[src/rtl/pgcd_pkg.sv]
package pgcd_pkg;

    // ==========================================================
    // register byte addresses on the apb bus
    localparam logic [11:0] GEN_CTRL_ADDR = 12'h000;
    localparam logic [11:0] PRIM_DT_ADDR = 12'h004;
    localparam logic [11:0] ALT_DT_ADDR = 12'h008;
    localparam logic [11:0] FLT_CTRL_ADDR = 12'h00c;
    localparam logic [11:0] IRQ_STAT_ADDR = 12'h010;
    localparam logic [11:0] IRQ_MASK_ADDR = 12'h014;
    localparam logic [11:0] GLOBAL_ADDR = 12'h018;

    // ==========================================================
    // generator control field positions
    localparam int FLT_PEND_BIT = 15;
    localparam int CL_PEND_BIT = 14;
    localparam int TRG_PEND_BIT = 13;
    localparam int FLT_IEN_BIT = 12;
    localparam int CL_IEN_BIT = 11;
    localparam int TRG_IEN_BIT = 10;
    localparam int ITB_BIT = 9;
    localparam int MDCS_BIT = 8;
    localparam int DTC_HI_BIT = 7;
    localparam int DTC_LO_BIT = 6;
    localparam int DTCP_BIT = 5;
    localparam int MTBS_BIT = 3;
    localparam int CAM_BIT = 2;
    localparam int XPRES_BIT = 1;
    localparam int IUE_BIT = 0;
    // writable bits of the control word (status and bit 4 excluded)
    localparam logic [15:0] GEN_CTRL_WMASK = 16'h1fef;
    localparam logic [15:0] GEN_CTRL_RESET = 16'h0000;

    // ==========================================================
    // dead-time fields and fault/limit control
    localparam int DT_WIDTH = 14;
    localparam logic [13:0] DT_RESET = 14'h0000;
    localparam int CURRENT_LIMIT_MODE_SELECT_BIT = 0;
    localparam int GLB_EN_BIT = 0;

    // ==========================================================
    // sticky status bit positions
    localparam int ST_FLT_BIT = 0;
    localparam int ST_CL_BIT = 1;
    localparam int ST_TRG_BIT = 2;

endpackage : pgcd_pkg

[src/rtl/pgcd_flag.sv]
`timescale 1ns/10ps
// hardware-set pending flag, set beats clear
module pgcd_flag (
    input wire logic core_clk,
    input wire logic sys_rst,
    input wire logic setPulse,
    input wire logic clrReq,
    output logic flagOut
);
    logic flag_ff;
    logic nxt_flag;

    // ==========================================================
    // next value
    always_comb begin
        nxt_flag = flag_ff;
        if (clrReq) begin
            nxt_flag = 1'b0;
        end
        // set wins over a clear in the same cycle
        if (setPulse) begin
            nxt_flag = 1'b1;
        end
    end

    // register stage
    always_ff @(posedge core_clk) begin
        if (sys_rst) begin
            flag_ff <= 1'b0;
        end else begin
            flag_ff <= nxt_flag;
        end
    end

    assign flagOut = flag_ff;
endmodule : pgcd_flag

[src/rtl/pgcd_top.sv]
// Local design decisions: the register addresses and register access over APB.
`timescale 1ns/10ps
// Functional notes
// - centre alignment honoured only with independent period
// - period reset needs independent period, limit-mode zero
// - primary dead time is unsigned 14 bits
// - alternate dead time 14 bits, opposite edge
// - dead-time top two bits read zero
module pgcd_top (
    input wire logic core_clk,
    input wire logic sys_rst,
    input wire logic psel,
    input wire logic penable,
    input wire logic pwrite,
    input wire logic [11:0] paddr,
    input wire logic [31:0] pwdata,
    output logic [31:0] prdata,
    output logic pready,
    output logic pslverr,
    input wire logic faultEvent,
    input wire logic currentLimitEvent,
    input wire logic triggerEvent,
    output logic independentPeriodSelect,
    output logic centerAlignedActive,
    output logic extPeriodResetActive,
    output logic masterDutySelect,
    output logic masterPeriodSelect,
    output logic [1:0] deadTimeCtrl,
    output logic deadTimePolarity,
    output logic immediateUpdate,
    output logic [13:0] risingDeadTime,
    output logic [13:0] fallingDeadTime,
    output logic moduleEnable,
    output logic irq
);
    // ==========================================================
    // state
    logic [15:0] ctrl_ff, nxt_ctrl; // control word, pending bits unused
    logic [13:0] primDt_ff, nxt_primDt; // primary dead time
    logic [13:0] altDt_ff, nxt_altDt; // alternate dead time
    logic clMode_ff, nxt_clMode; // current_limit_mode_select
    logic glbEn_ff, nxt_glbEn; // global module enable
    logic [2:0] sticky_ff, nxt_sticky; // interrupt status, read clears
    logic [2:0] mask_ff, nxt_mask; // interrupt mask
    logic [31:0] rdata_ff, nxt_rdata;
    logic ready_ff, nxt_ready;
    logic err_ff, nxt_err;
    logic [13:0] rise_ff, fall_ff;
    logic [8:0] cfg_ff, nxt_cfg; // decoded config outputs
    logic irq_ff, nxt_irq;
    logic [2:0] pend; // pending flags
    logic [2:0] evt; // event pulses
    logic [2:0] ienClr; // enable cleared this cycle
    logic wrCtrl;
    logic access;

    assign access = psel && penable && !ready_ff;
    assign wrCtrl = access && pwrite && (paddr == pgcd_pkg::GEN_CTRL_ADDR);
    assign evt = {triggerEvent, currentLimitEvent, faultEvent};

    // ==========================================================
    // pending flags: cleared by a control write with the enable bit low
    always_comb begin
        ienClr[0] = wrCtrl && !pwdata[pgcd_pkg::FLT_IEN_BIT];
        ienClr[1] = wrCtrl && !pwdata[pgcd_pkg::CL_IEN_BIT];
        ienClr[2] = wrCtrl && !pwdata[pgcd_pkg::TRG_IEN_BIT];
    end

    pgcd_flag uFlagFlt (.core_clk(core_clk), .sys_rst(sys_rst), .setPulse(evt[0]),
        .clrReq(ienClr[0]), .flagOut(pend[0]));
    pgcd_flag uFlagCl (.core_clk(core_clk), .sys_rst(sys_rst), .setPulse(evt[1]),
        .clrReq(ienClr[1]), .flagOut(pend[1]));
    pgcd_flag uFlagTrg (.core_clk(core_clk), .sys_rst(sys_rst), .setPulse(evt[2]),
        .clrReq(ienClr[2]), .flagOut(pend[2]));

    // ==========================================================
    // register file next values and apb answer
    always_comb begin
        nxt_ctrl = ctrl_ff;
        nxt_primDt = primDt_ff;
        nxt_altDt = altDt_ff;
        nxt_clMode = clMode_ff;
        nxt_glbEn = glbEn_ff;
        nxt_mask = mask_ff;
        nxt_rdata = rdata_ff;
        nxt_ready = 1'b0;
        nxt_err = 1'b0;
        // sticky status collects every event
        nxt_sticky = sticky_ff | evt;
        if (access) begin
            // one wait state: answer on the next edge
            nxt_ready = 1'b1;
            nxt_rdata = 32'h0000_0000;
            if (pwrite) begin
                unique case (paddr)
                    pgcd_pkg::GEN_CTRL_ADDR: begin
                        nxt_ctrl = pwdata[15:0] & pgcd_pkg::GEN_CTRL_WMASK;
                    end
                    pgcd_pkg::PRIM_DT_ADDR: begin
                        nxt_primDt = pwdata[13:0];
                    end
                    pgcd_pkg::ALT_DT_ADDR: begin
                        nxt_altDt = pwdata[13:0];
                    end
                    pgcd_pkg::FLT_CTRL_ADDR: begin
                        nxt_clMode = pwdata[pgcd_pkg::CURRENT_LIMIT_MODE_SELECT_BIT];
                    end
                    pgcd_pkg::IRQ_MASK_ADDR: begin
                        nxt_mask = pwdata[2:0];
                    end
                    pgcd_pkg::GLOBAL_ADDR: begin
                        nxt_glbEn = pwdata[pgcd_pkg::GLB_EN_BIT];
                    end
                    // status is read-only; writes ignored
                    pgcd_pkg::IRQ_STAT_ADDR: begin
                    end
                    default: begin
                        nxt_err = 1'b1;
                    end
                endcase
            end else begin
                unique case (paddr)
                    pgcd_pkg::GEN_CTRL_ADDR: begin
                        nxt_rdata = {16'h0000, pend[0], pend[1], pend[2], ctrl_ff[12:0]};
                    end
                    pgcd_pkg::PRIM_DT_ADDR: begin
                        nxt_rdata = {18'h00000, primDt_ff};
                    end
                    pgcd_pkg::ALT_DT_ADDR: begin
                        nxt_rdata = {18'h00000, altDt_ff};
                    end
                    pgcd_pkg::FLT_CTRL_ADDR: begin
                        nxt_rdata = {31'h00000000, clMode_ff};
                    end
                    pgcd_pkg::IRQ_STAT_ADDR: begin
                        nxt_rdata = {29'h00000000, sticky_ff};
                        // read clears; a same-cycle event stays set
                        nxt_sticky = evt;
                    end
                    pgcd_pkg::IRQ_MASK_ADDR: begin
                        nxt_rdata = {29'h00000000, mask_ff};
                    end
                    pgcd_pkg::GLOBAL_ADDR: begin
                        nxt_rdata = {31'h00000000, glbEn_ff};
                    end
                    default: begin
                        nxt_err = 1'b1;
                    end
                endcase
            end
        end
        nxt_irq = |(nxt_sticky & nxt_mask);
    end

    // ==========================================================
    // derived mode outputs
    always_comb begin
        nxt_cfg[0] = nxt_ctrl[pgcd_pkg::ITB_BIT];
        nxt_cfg[1] = nxt_ctrl[pgcd_pkg::CAM_BIT] && nxt_ctrl[pgcd_pkg::ITB_BIT];
        nxt_cfg[2] = nxt_ctrl[pgcd_pkg::XPRES_BIT] && nxt_ctrl[pgcd_pkg::ITB_BIT] && !nxt_clMode;
        nxt_cfg[3] = nxt_ctrl[pgcd_pkg::MDCS_BIT];
        nxt_cfg[4] = nxt_ctrl[pgcd_pkg::MTBS_BIT];
        nxt_cfg[6:5] = nxt_ctrl[pgcd_pkg::DTC_HI_BIT:pgcd_pkg::DTC_LO_BIT];
        nxt_cfg[7] = nxt_ctrl[pgcd_pkg::DTCP_BIT];
        nxt_cfg[8] = nxt_ctrl[pgcd_pkg::IUE_BIT];
    end

    // ==========================================================
    // registers
    always_ff @(posedge core_clk) begin
        if (sys_rst) begin
            ctrl_ff <= pgcd_pkg::GEN_CTRL_RESET;
            primDt_ff <= pgcd_pkg::DT_RESET;
            altDt_ff <= pgcd_pkg::DT_RESET;
            clMode_ff <= 1'b0;
            glbEn_ff <= 1'b0;
            sticky_ff <= 3'h0;
            mask_ff <= 3'h0;
            rdata_ff <= 32'h0000_0000;
            ready_ff <= 1'b0;
            err_ff <= 1'b0;
            rise_ff <= pgcd_pkg::DT_RESET;
            fall_ff <= pgcd_pkg::DT_RESET;
            cfg_ff <= 9'h000;
            irq_ff <= 1'b0;
        end else begin
            ctrl_ff <= nxt_ctrl;
            primDt_ff <= nxt_primDt;
            altDt_ff <= nxt_altDt;
            clMode_ff <= nxt_clMode;
            glbEn_ff <= nxt_glbEn;
            sticky_ff <= nxt_sticky;
            mask_ff <= nxt_mask;
            rdata_ff <= nxt_rdata;
            ready_ff <= nxt_ready;
            err_ff <= nxt_err;
            rise_ff <= nxt_primDt;
            fall_ff <= nxt_altDt;
            cfg_ff <= nxt_cfg;
            irq_ff <= nxt_irq;
        end
    end

    // ==========================================================
    // outputs straight from flip-flops
    assign prdata = rdata_ff;
    assign pready = ready_ff;
    assign pslverr = err_ff;
    assign independentPeriodSelect = cfg_ff[0];
    assign centerAlignedActive = cfg_ff[1];
    assign extPeriodResetActive = cfg_ff[2];
    assign masterDutySelect = cfg_ff[3];
    assign masterPeriodSelect = cfg_ff[4];
    assign deadTimeCtrl = cfg_ff[6:5];
    assign deadTimePolarity = cfg_ff[7];
    assign immediateUpdate = cfg_ff[8];
    assign risingDeadTime = rise_ff;
    assign fallingDeadTime = fall_ff;
    assign moduleEnable = glbEn_ff;
    assign irq = irq_ff;
endmodule : pgcd_top

[config.mk]
export PLATFORM = sky130hd
export DESIGN_NAME = pgcd_top
export DESIGN_NICKNAME = d
export VERILOG_FILES = /design/src/rtl/pgcd_pkg.sv /design/src/rtl/pgcd_flag.sv /design/src/rtl/pgcd_top.sv
export SDC_FILE = /design/constraint.sdc
export NUM_CORES = 1
export LEC_CHECK = 0
export BUFFER_PORTS_ARGS = -buffer_cell sky130_fd_sc_hd__buf_2
export CORE_AREA = 2 2 80 82
export CTS_BUF_LIST = sky130_fd_sc_hd__clkbuf_4 sky130_fd_sc_hd__clkbuf_8
export DETAILED_ROUTE_END_ITERATION = 7
export DIE_AREA = 0 0 82 84
export PLACE_DENSITY_LB_ADDON = 0.1
export SYNTH_ARGS = -nofsm -noshare
export SYNTH_HDL_FRONTEND = slang
export SYNTH_HIERARCHICAL = 1
export SYNTH_SLANG_ARGS = --single-unit
[constraint.sdc]
create_clock -name core_clk -period 5.2 [get_ports core_clk]
set_input_delay 0.52 -clock core_clk [delete_from_list [all_inputs] [get_ports core_clk]]
set_output_delay 0.52 -clock core_clk [all_outputs]
set_load 0.05 [all_outputs]
## After elaboration in Yosys (flattened, before gate mapping)

Cells that the tools add are included.

- Reduce and logical (&&, ||, !) cells: 26
- Bitwise gates (word level): 3
- Eq/ne operators: 6
- Muxes and demuxes: 22

Operators by type and width:

| cell | count |
|---|---|
| case mux 16 bit (7 select lines) | 1 |
| == test 12 x 5 -> 1 bit (second input constant) | 3 |
| 2-to-1 mux 10 bit | 3 |
| == test 12 x 4 -> 1 bit (second input constant) | 2 |
| 2-to-1 mux 3 bit | 6 |
| 2-to-1 mux 16 bit | 1 |
| == test 12 x 3 -> 1 bit (second input constant) | 1 |
| zero test 12 bit | 1 |
| AND reduction 3 bit | 4 |
| 2-to-1 mux 1 bit | 11 |
| logical AND 1 bit | 10 |
| OR reduction 7 bit | 1 |
| nonzero test 2 bit | 3 |
| zero test 1 bit | 5 |
| bitwise AND 3 bit | 1 |
| bitwise OR 3 bit | 1 |
| OR reduction 3 bit | 1 |
| OR reduction 2 bit | 1 |
| NOT 1 bit | 1 |

- Output and inout port bits: 73
- Input port bits: 52
- Register bits: 95
- Word-level logic and storage cells: 73

## Logic depth before layout (Yosys ltp)

Gate-level depths: netlist (run 1).

- Depth after elaboration: 7
- Gate-level depth with buffers: 8
- Gate-level depth less buffers: 6

## Modules after synthesis

The synthesis (run 1) kept the hierarchy.

Modules (own cells, without submodules):

| module | cells an instance | instances | area an instance (µm²) | seq. area each (µm²) |
|---|---|---|---|---|
| pgcd_top | 359 | 1 | 3,046.7 | 1,381.3 |
| pgcd_flag | 4 | 3 | 38.8 | 20.0 |

## Worst setup path after synthesis (run 1)

No wires, ideal clock.

- Path kind: register to register
- Start point: reg ready_ff (netlist: pready)
- End point: reg irq_ff (netlist: irq)
- Required time: 5,078 ps
- Cell stages (with the launch flop): 7
- Library setup time: 122 ps
- Setup slack: 3,108 ps
- Clock period less this slack: 2,092 ps
- Buffers on the path: 1
- Arrival: 1,970 ps
- Path through: dfxtp_1 -> and4b_1 -> clkbuf_1 -> nand2_1 -> nor2_1 -> mux2_2 -> a221o_1

- Word-level cells in the longest chain between the ends: 5
- Elaborated cells on any way between the ends: 6
- Those cells by class: mux: 2; bitwise: 1; reduce/logical: 3

Ends and longest elaborated chain:

| what | line | RTL |
|---|---|---|
| start, declared | pgcd_top.sv:46 | `logic ready_ff, nxt_ready;` |
| start signal, assigned | pgcd_top.sv:195 | `ready_ff <= nxt_ready;` |
| zero test 1 bit (*) | pgcd_top.sv:57 | `assign access = psel && penable && !ready_ff;` |
| logical AND 1 bit (*) | pgcd_top.sv:57 |  |
| 2-to-1 mux 3 bit | pgcd_top.sv:90 | `if (access) begin` |
| bitwise AND 3 bit (*) | pgcd_top.sv:152 | `nxt_irq = \|(nxt_sticky & nxt_mask);` |
| OR reduction 3 bit (*) | pgcd_top.sv:152 |  |
| end signal, assigned | pgcd_top.sv:200 | `irq_ff <= nxt_irq;` |
| end, declared | pgcd_top.sv:50 | `logic irq_ff, nxt_irq;` |

Every way passes the cells marked *; elsewhere a longest branch is shown, timed or not.
A chain may end at the register's enable or synchronous reset.

## Worst setup path after layout (run 1)

- Start point: in paddr[2]
- End point: reg rise_ff[13] (netlist: risingDeadTime[13])

- Word-level cells in the longest chain between the ends: 2

Ends and longest elaborated chain:

| what | line | RTL |
|---|---|---|
| start, declared | pgcd_top.sv:15 | `input wire logic [11:0] paddr,` |
| == test 12 x 3 -> 1 bit | pgcd_top.sv:95 | `unique case (paddr)` |
| AND reduction 3 bit (no source line) | - |  |
| end signal, assigned | pgcd_top.sv:182 | `rise_ff <= pgcd_pkg::DT_RESET;` |
| end signal, assigned | pgcd_top.sv:197 | `rise_ff <= nxt_primDt;` |
| end, declared | pgcd_top.sv:48 | `logic [13:0] rise_ff, fall_ff;` |

Every way passes these cells.

==> results of run 1 <==
-- cell families (layout without fill, tap and decap cells) --
logic type | count (synthesis) | after routing | synth area share
compound gates | 71 | 71 | 0.126
buf+inv | 47 | 114 | 0.0831
mux | 33 | 33 | 0.110
flops | 72 | 72 | 0.456
other cells | 1 | 16 | 0.00119
simple gates | 147 | 147 | 0.224
-- state kept, by name (all words and copies together) (netlist names), 3 cells and up --
name / cells
cfg_ff: 3
ctrl_ff: 11
fallingDeadTime: 14
mask_ff: 3
prdata: 16
risingDeadTime: 14
sticky_ff: 3
-- through the flow --
step | utilization | hold WS, ns | total power (uW)
after floorplan | - | 0.456 | 636
after global placement | 0.580 | 0.432 | 654
after detailed placement | 0.580 | 0.439 | 655
after CTS | 0.616 | 0.417 | 1130
after global routing | 0.616 | 0.418 | 1170
final | 0.616 | 0.416 | 1130
-- worst max-delay path by stage --
stage	startpoint	endpoint	cells past startpoint
after floorplan	pready$_SDFF_PP0_	irq$_SDFF_PP0_	6
after CTS	paddr[2]	risingDeadTime[13]$_SDFFE_PP0P_	5
after global routing	paddr[2]	risingDeadTime[1]$_SDFFE_PP0P_	5
final	paddr[2]	risingDeadTime[13]$_SDFFE_PP0P_	5
after detailed placement	paddr[2]	risingDeadTime[1]$_SDFFE_PP0P_	5
after global placement	paddr[2]	risingDeadTime[8]$_SDFFE_PP0P_	5
-- cells in the final DEF, fill, tap and decap left out, drive strengths merged, types with 3 or more instances in the layout --
cell type   n
a21oi      46
buf        91
clkbuf     11
conb       16
dfxtp      72
inv         7
mux2i      30
nand2      74
nand2b      6
nand3       4
nor2       36
nor2b       6
nor3        7
o21ai      14
or3         3
-- area by class of cell --
| type | count | area share |
|---|---|---|
| inverters | 7 | 0.00699 |
| multi-input cells | 267 | 0.403 |
| clock buffers | 11 | 0.0370 |
| clock inverters | 5 | 0.0216 |
| well taps | 77 | 0.0256 |
| flip-flops and latches | 72 | 0.384 |
| repair buffers | 91 | 0.122 |
-- critical path: stages --
cell and delay (ns):
buf_2 0.50, nand2_1 0.29, nor3_2 0.86, nand2_1 0.13
a21oi_1 0.18
-- power by group through the flow --
stage	Sequential [uW]	Combinational [uW]	Clock (uW)
after floorplan	571	65.1	0
after global placement	569	84.3	0
after detailed placement	570	85.0	0
after CTS	557	85.0	493
after global routing	557	91.5	525
final	557	85.1	488
-- layer usage --
metal	vias to the layer above	part of all wire	global-route usage
met1	1229	0.47	0.348
met5	-	0	0
met3	9	0.071	0.0639
met4	0	0.012	0.0621
met2	91	0.45	0.341
li1	1365	-	-
==> summary.md, run 1 <==
| Metric | Value |
|---|---|
| Routed Antenna Nets | 0 |
| Layout cells sized above 1 | 0.269 |
| CP Data Arrival Time | 2.48 ns |
| Antenna cells | 0 |
| Syn avg cell area | 8.53 sq um |
| Sequential element share of the synthesized area | 0.456 |
| # hold bufs at CTS | 0 |
| PortBufs | 90 |
| FILL cells | 579 |
| Status | finished, final reports clean |
| Largest net degree at the start of global routing | 60 |
| Row count | 29 |
| Synth area leader | dfxtp_1 |
| Final GP Congestion | 0.866 |
| Setup_tns | 0 ns |
| CTS H-tree lvls | 3 |
| Crit Reg-Reg Startpoint | pready$_SDFF_PP0_ |
| Distinct cells, synth | 40 |
| Gr ovfl total | 0 |
| Worst Setup End Kind | flip-flop |
| PD cells | 301 nW/um^2 |
| GRT Total Usage | 0.237 |
| Post-synth EDFFs | 0 |
| Final worst-path cycle share | 0.428 |
| First DRT Iteration DRCs | 221 |
| Setup repair after global routing missed its margin | no |
| Post-synth top cells | nand2_1 (74), dfxtp_1 (72), a21oi_1 (43) |
| Synthesis-to-layout area growth | 18.8% |
| Clock tree sinks | 72 |
| Placed cell count | 514 |
| Clock buffer depth | 2 |
| Max Cap Violations | 0 |
| Dpl hpwl | 5560 um |
| Combinational Power Share | 0.075 |
| Area of the multi-input gates | 1520 sq um |
| Fin cells | 530 |
| Synth Flop Type | dfxtp_1 |
| Worst-path clk slew | 0.08 ns |
| Initial antenna violation count | 0 |
| Reg power frac | 0.493 |
| Post-place instance area | 3540 sq um |
| Wirelength per Cell | 14.7 um |
| Worst slack at placement | 2.63 ns |
| Max transition margin | 0.271 |
| Worst setup SP type | input port |
| Final max-slew violation count | 0 |
| First-pass GRT wire length | 12400 um |
| Vias/cell | 5.08 |
| Fmax | 0.449 GHz |
| Clock share of power | 0.432 |
| CTS Buf Count | 9 |
| # setup viols final | 0 |
| PnR worst setup slack | 2.98 ns |
| Most frequent cell after synthesis | nand2_1 |
| FF+latch area | 1440 sq um |
| Psw | 274 uW |
| Die Ht | 84 um |
| Clock skew | 0.00652 ns |
| Internal power | 856 uW |
| FFs w/ async S/R, synth | 0 |
| Core region area | 6100 sq um |
| PostCTS Resize Cnt | 0 |
| First-pass DRT Iterations | 5 |
| Min Clock Period, post-route | 2.22 ns |
| CTS Root Cell | clkbuf_8 |
| Post-CTS Repair Setup Buffers | 0 |
| Post-synthesis cell count | 371 |
| Final Cell Area | 3760 sq um |
| Starting Density | 0.519 |
| Detailed-route via count | 2694 |
| Hold Crit Start | faultEvent |
| Drt drc | 0 |
| Worst skew pair latency | 0.34 ns |
| Worst setup path class | in -> reg |
| Vias in the first global route | 2509 |
| Final nets | 500 |
| Final hold viol count | 0 |
| Ys Warns | 6 |
| Hold Path Depth | 3 |
| R2R depth | 5 |
| Worst R2R End | risingDeadTime[13]$_SDFFE_PP0P_ |
| Ports | 125 |
| Share of the synthesized area in the top cell type | 0.456 |
| Hold Crit Class | in -> reg |
| R2r setup slk | 3.06 ns |
| Mapped cell area | 3160 sq um |
| Final wirelength | 7800 um |
| Switching share of power | 0.242 |
| Actual slew at the worst max-slew pin | 1.09 ns |
| Synth area leaders | dfxtp_1 (46%), mux2i_1 (9.5%), nand2_1 (8.8%) |
| Seq cells post-synth | 72 |
| Die area | 6890 sq um |
| Worst hold endpoint | uFlagFlt/flagOut$_SDFFE_PP0P_ |
| CTS tree | done |
| Leakage power total | 0.00174 uW |
| Required time worst endpoint | 5.46 ns |
| Die X | 82 um |
| Peak VDD IR | 193 uV |
| Largest fanout on the critical path | 23 |
Power figures use the tool's default switching activity.
==> run 2, diff against run 1 <==
ABC_AREA = 1   (was unset)
CORE_AREA = 2 2 86 88   (was 2 2 80 82)
DIE_AREA = 0 0 88 90   (was 0 0 82 84)
clock period = 2.1 ns   (was 5.2 ns; I/O delays follow)
==> summary.md, run 2 <==
| Metric | Value |
|---|---|
| Post-synth EDFFs | 0 |
| Actual slew at the worst max-slew pin | 0.537 ns |
| Die area | 7920 sq um |
| Most used cell, CP | nand2_1 |
| First-pass DRT Iterations | 5 |
| Commonest non-fill, non-tap cells in the layout | nand2_1 (91), buf_2 (90), dfxtp_1 (72) |
| Worst Setup End Kind | flip-flop |
| Row count | 31 |
| PortBufs | 90 |
| Distinct cells, synth | 36 |
| Largest fanout on the critical path | 12 |
| Worst slack at placement | 0.293 ns |
| Final nets | 605 |
| Synth area leader | dfxtp_1 |
| Sequential element share of the synthesized area | 0.412 |
| Synth area leaders | dfxtp_1 (41%), nand2_1 (9.8%), nor2_1 (6.9%) |
| Most frequent cell after synthesis | nand2_1 |
| CTS Root Cell | clkbuf_8 |
| Psw | 679 uW |
| Slowest cell on the critical path | dfxtp_1 |
| Worst hold slack | 0.123 ns |
| Top Family by Delay on Critical Path | simple AND/OR/NAND/NOR gates |
| Status | finished, final reports clean |
| Seq cells post-synth | 72 |
| Ports | 125 |
| CTS tree | done |
| Vias/cell | 4.86 |
| Share of the synthesized area in the top cell type | 0.412 |
| PostCTS Resize Cnt | 0 |
| # setup viols final | 0 |
| Hold Crit Class | in -> reg |
| Worst skew pair latency | 0.34 ns |
| Worst setup SP type | flip-flop |
| Hold Crit Start | pwdata[6] |
| Max transition margin | 0.642 |
| Setup repair after global routing missed its margin | no |
| Vias in the first global route | 2879 |
| Setup_tns | 0 ns |
| R2R depth | 8 |
| Clock share of power | 0.436 |
| Routed Antenna Nets | 0 |
| First-pass GRT wire length | 13800 um |
| Worst-path clk slew | 0.07 ns |
| Ys Warns | 6 |
| Gr ovfl total | 0 |
| Crit Reg-Reg Startpoint | pready$_SDFF_PP0_ |
| Final max-slew violation count | 0 |
| Synth Flop Type | dfxtp_1 |
| CP max stage delay | 0.33 ns |
| Layout cells sized above 1 | 0.269 |
| CTS Buf Count | 9 |
| Final worst-path cycle share | 0.844 |
| Mapped cell area | 3500 sq um |
| Starting Density | 0.499 |
| Antenna cells | 0 |
| Final Power | 2830 uW |
| Required time worst endpoint | 2.31 ns |
| Clock tree sinks | 72 |
| Final hold viol count | 0 |
| Clock buffer depth | 2 |
| Worst R2R End | uFlagFlt/flagOut$_SDFFE_PP0P_ |
| R2r setup slk | 0.33 ns |
| Min Clock Period, post-route | 1.77 ns |
| Worst setup path class | reg -> reg |
| Synthesis-to-layout area growth | 18.2% |
| Detailed-route via count | 3190 |
| Drt drc | 0 |
| Core region area | 7020 sq um |
| Largest net degree at the start of global routing | 48 |
| PD cells | 684 nW/um^2 |
| First DRT Iteration DRCs | 181 |
| Max reg flops | 16 |
| Critical path, cell by cell | nor2_4 -> inv_2 -> nor2_8 -> nand2_1 -> nor2_1 -> inv_1 -> nand2_1 -> a21oi_2 |
| Die X | 88 um |
| Fmax | 0.564 GHz |
| Post-synthesis cell count | 468 |
| FILL cells | 682 |
| FFs w/ async S/R, synth | 0 |
| Dpl hpwl | 6260 um |
| Leakage power total | 0.00197 uW |
| Post-synth top cells | nand2_1 (91), dfxtp_1 (72), nor2_1 (64) |
| Most common cell after layout, fill and taps aside | nand2_1 |
| GRT Total Usage | 0.222 |
| Critical path origin | pready$_SDFF_PP0_ |
| PnR worst setup slack | 0.328 ns |
| Worst Path Buf+Inv | 2 |
| Switching share of power | 0.240 |
| Final wirelength | 8450 um |
| # hold bufs at CTS | 0 |
| Die Ht | 90 um |
| Critical path depth | 8 |
| Max Cap Violations | 0 |
| Peak VDD IR | 490 uV |
| Post-CTS Repair Setup Buffers | 0 |
| CP Data Arrival Time | 1.99 ns |
| CTS H-tree lvls | 3 |
| Syn avg cell area | 7.48 sq um |
| Clock skew | 0.00379 ns |
| Initial antenna violation count | 0 |
| Combinational Power Share | 0.076 |
| Wirelength per Cell | 12.9 um |
| Internal power | 2150 uW |
| Reg power frac | 0.488 |
| Worst setup endpoint | uFlagFlt/flagOut$_SDFFE_PP0P_ |
| Final GP Congestion | 0.850 |
-- run 2: worst min-delay path by stage --
| stage | cells after the start | endpoint | slack [ns] |
|---|---|---|---|
| 2_1_floorplan | 1 | uFlagCl/flagOut$_SDFFE_PP0P_ | 0.27 |
| 3_3_place_gp | 2 | prdata[3]$_SDFFE_PP0N_ | 0.45 |
| 3_5_place_dp | 2 | prdata[13]$_SDFFE_PP0N_ | 0.45 |
| 4_1_cts | 3 | ctrl_ff[6]$_SDFFE_PP0P_ | 0.11 |
| 5_1_grt | 3 | ctrl_ff[6]$_SDFFE_PP0P_ | 0.14 |
| 6_report | 3 | ctrl_ff[6]$_SDFFE_PP0P_ | 0.12 |
-- run 2: kinds of logic (layout without fill, tap and decap cells) --
logic type | Yosys count | in the layout | share of synthesized area
DFF | 72 | 72 | 0.412
muxes | 1 | 1 | 0.00286
and+or+nand+nor | 221 | 221 | 0.305
AOI/OAI and AO/OA | 72 | 72 | 0.135
buffers and inverters | 101 | 175 | 0.144
other | 1 | 16 | 0.00107
-- run 2: final cells by class --
cell class / count / area [sq um] / area share
multi-input combinational: 310 / 1610 / 0.390
sequential: 72 / 1440 / 0.348
timing repair buffer: 95 / 488 / 0.118
inverter: 65 / 244 / 0.0590
clock buffer: 11 / 151 / 0.0366
tap: 99 / 124 / 0.0299
clock inverter: 4 / 76.3 / 0.0184
-- run 2: tightest hold or removal path, stage by stage --
cell	delay, ns
buf_2	0.10
nor2_1	0.05
nor2_1	0.08
-- run 2: power groups by stage --
stage,Combinational (uW),Sequential (uW),Clock (uW)
after CTS,216,1380,1260
final,216,1380,1230
after floorplan,168,1420,0
after global placement,212,1410,0
after global routing,233,1380,1320
after detailed placement,215,1410,0
-- run 2: metrics by stage --
step,cell area [sq um],instances,util
floorplan,3560,483,-
global placement,3910,641,0.557
detailed placement,3910,641,0.557
CTS,4140,656,0.589
global route,4140,656,0.589
finish,4140,656,0.589
-- run 2: metal layers --
layer,vias up,GRT usage,share of wire
met5,-,0,0
met4,0,0.0538,0.0090
met3,11,0.0588,0.083
met2,122,0.331,0.44
met1,1425,0.319,0.47
li1,1632,-,-
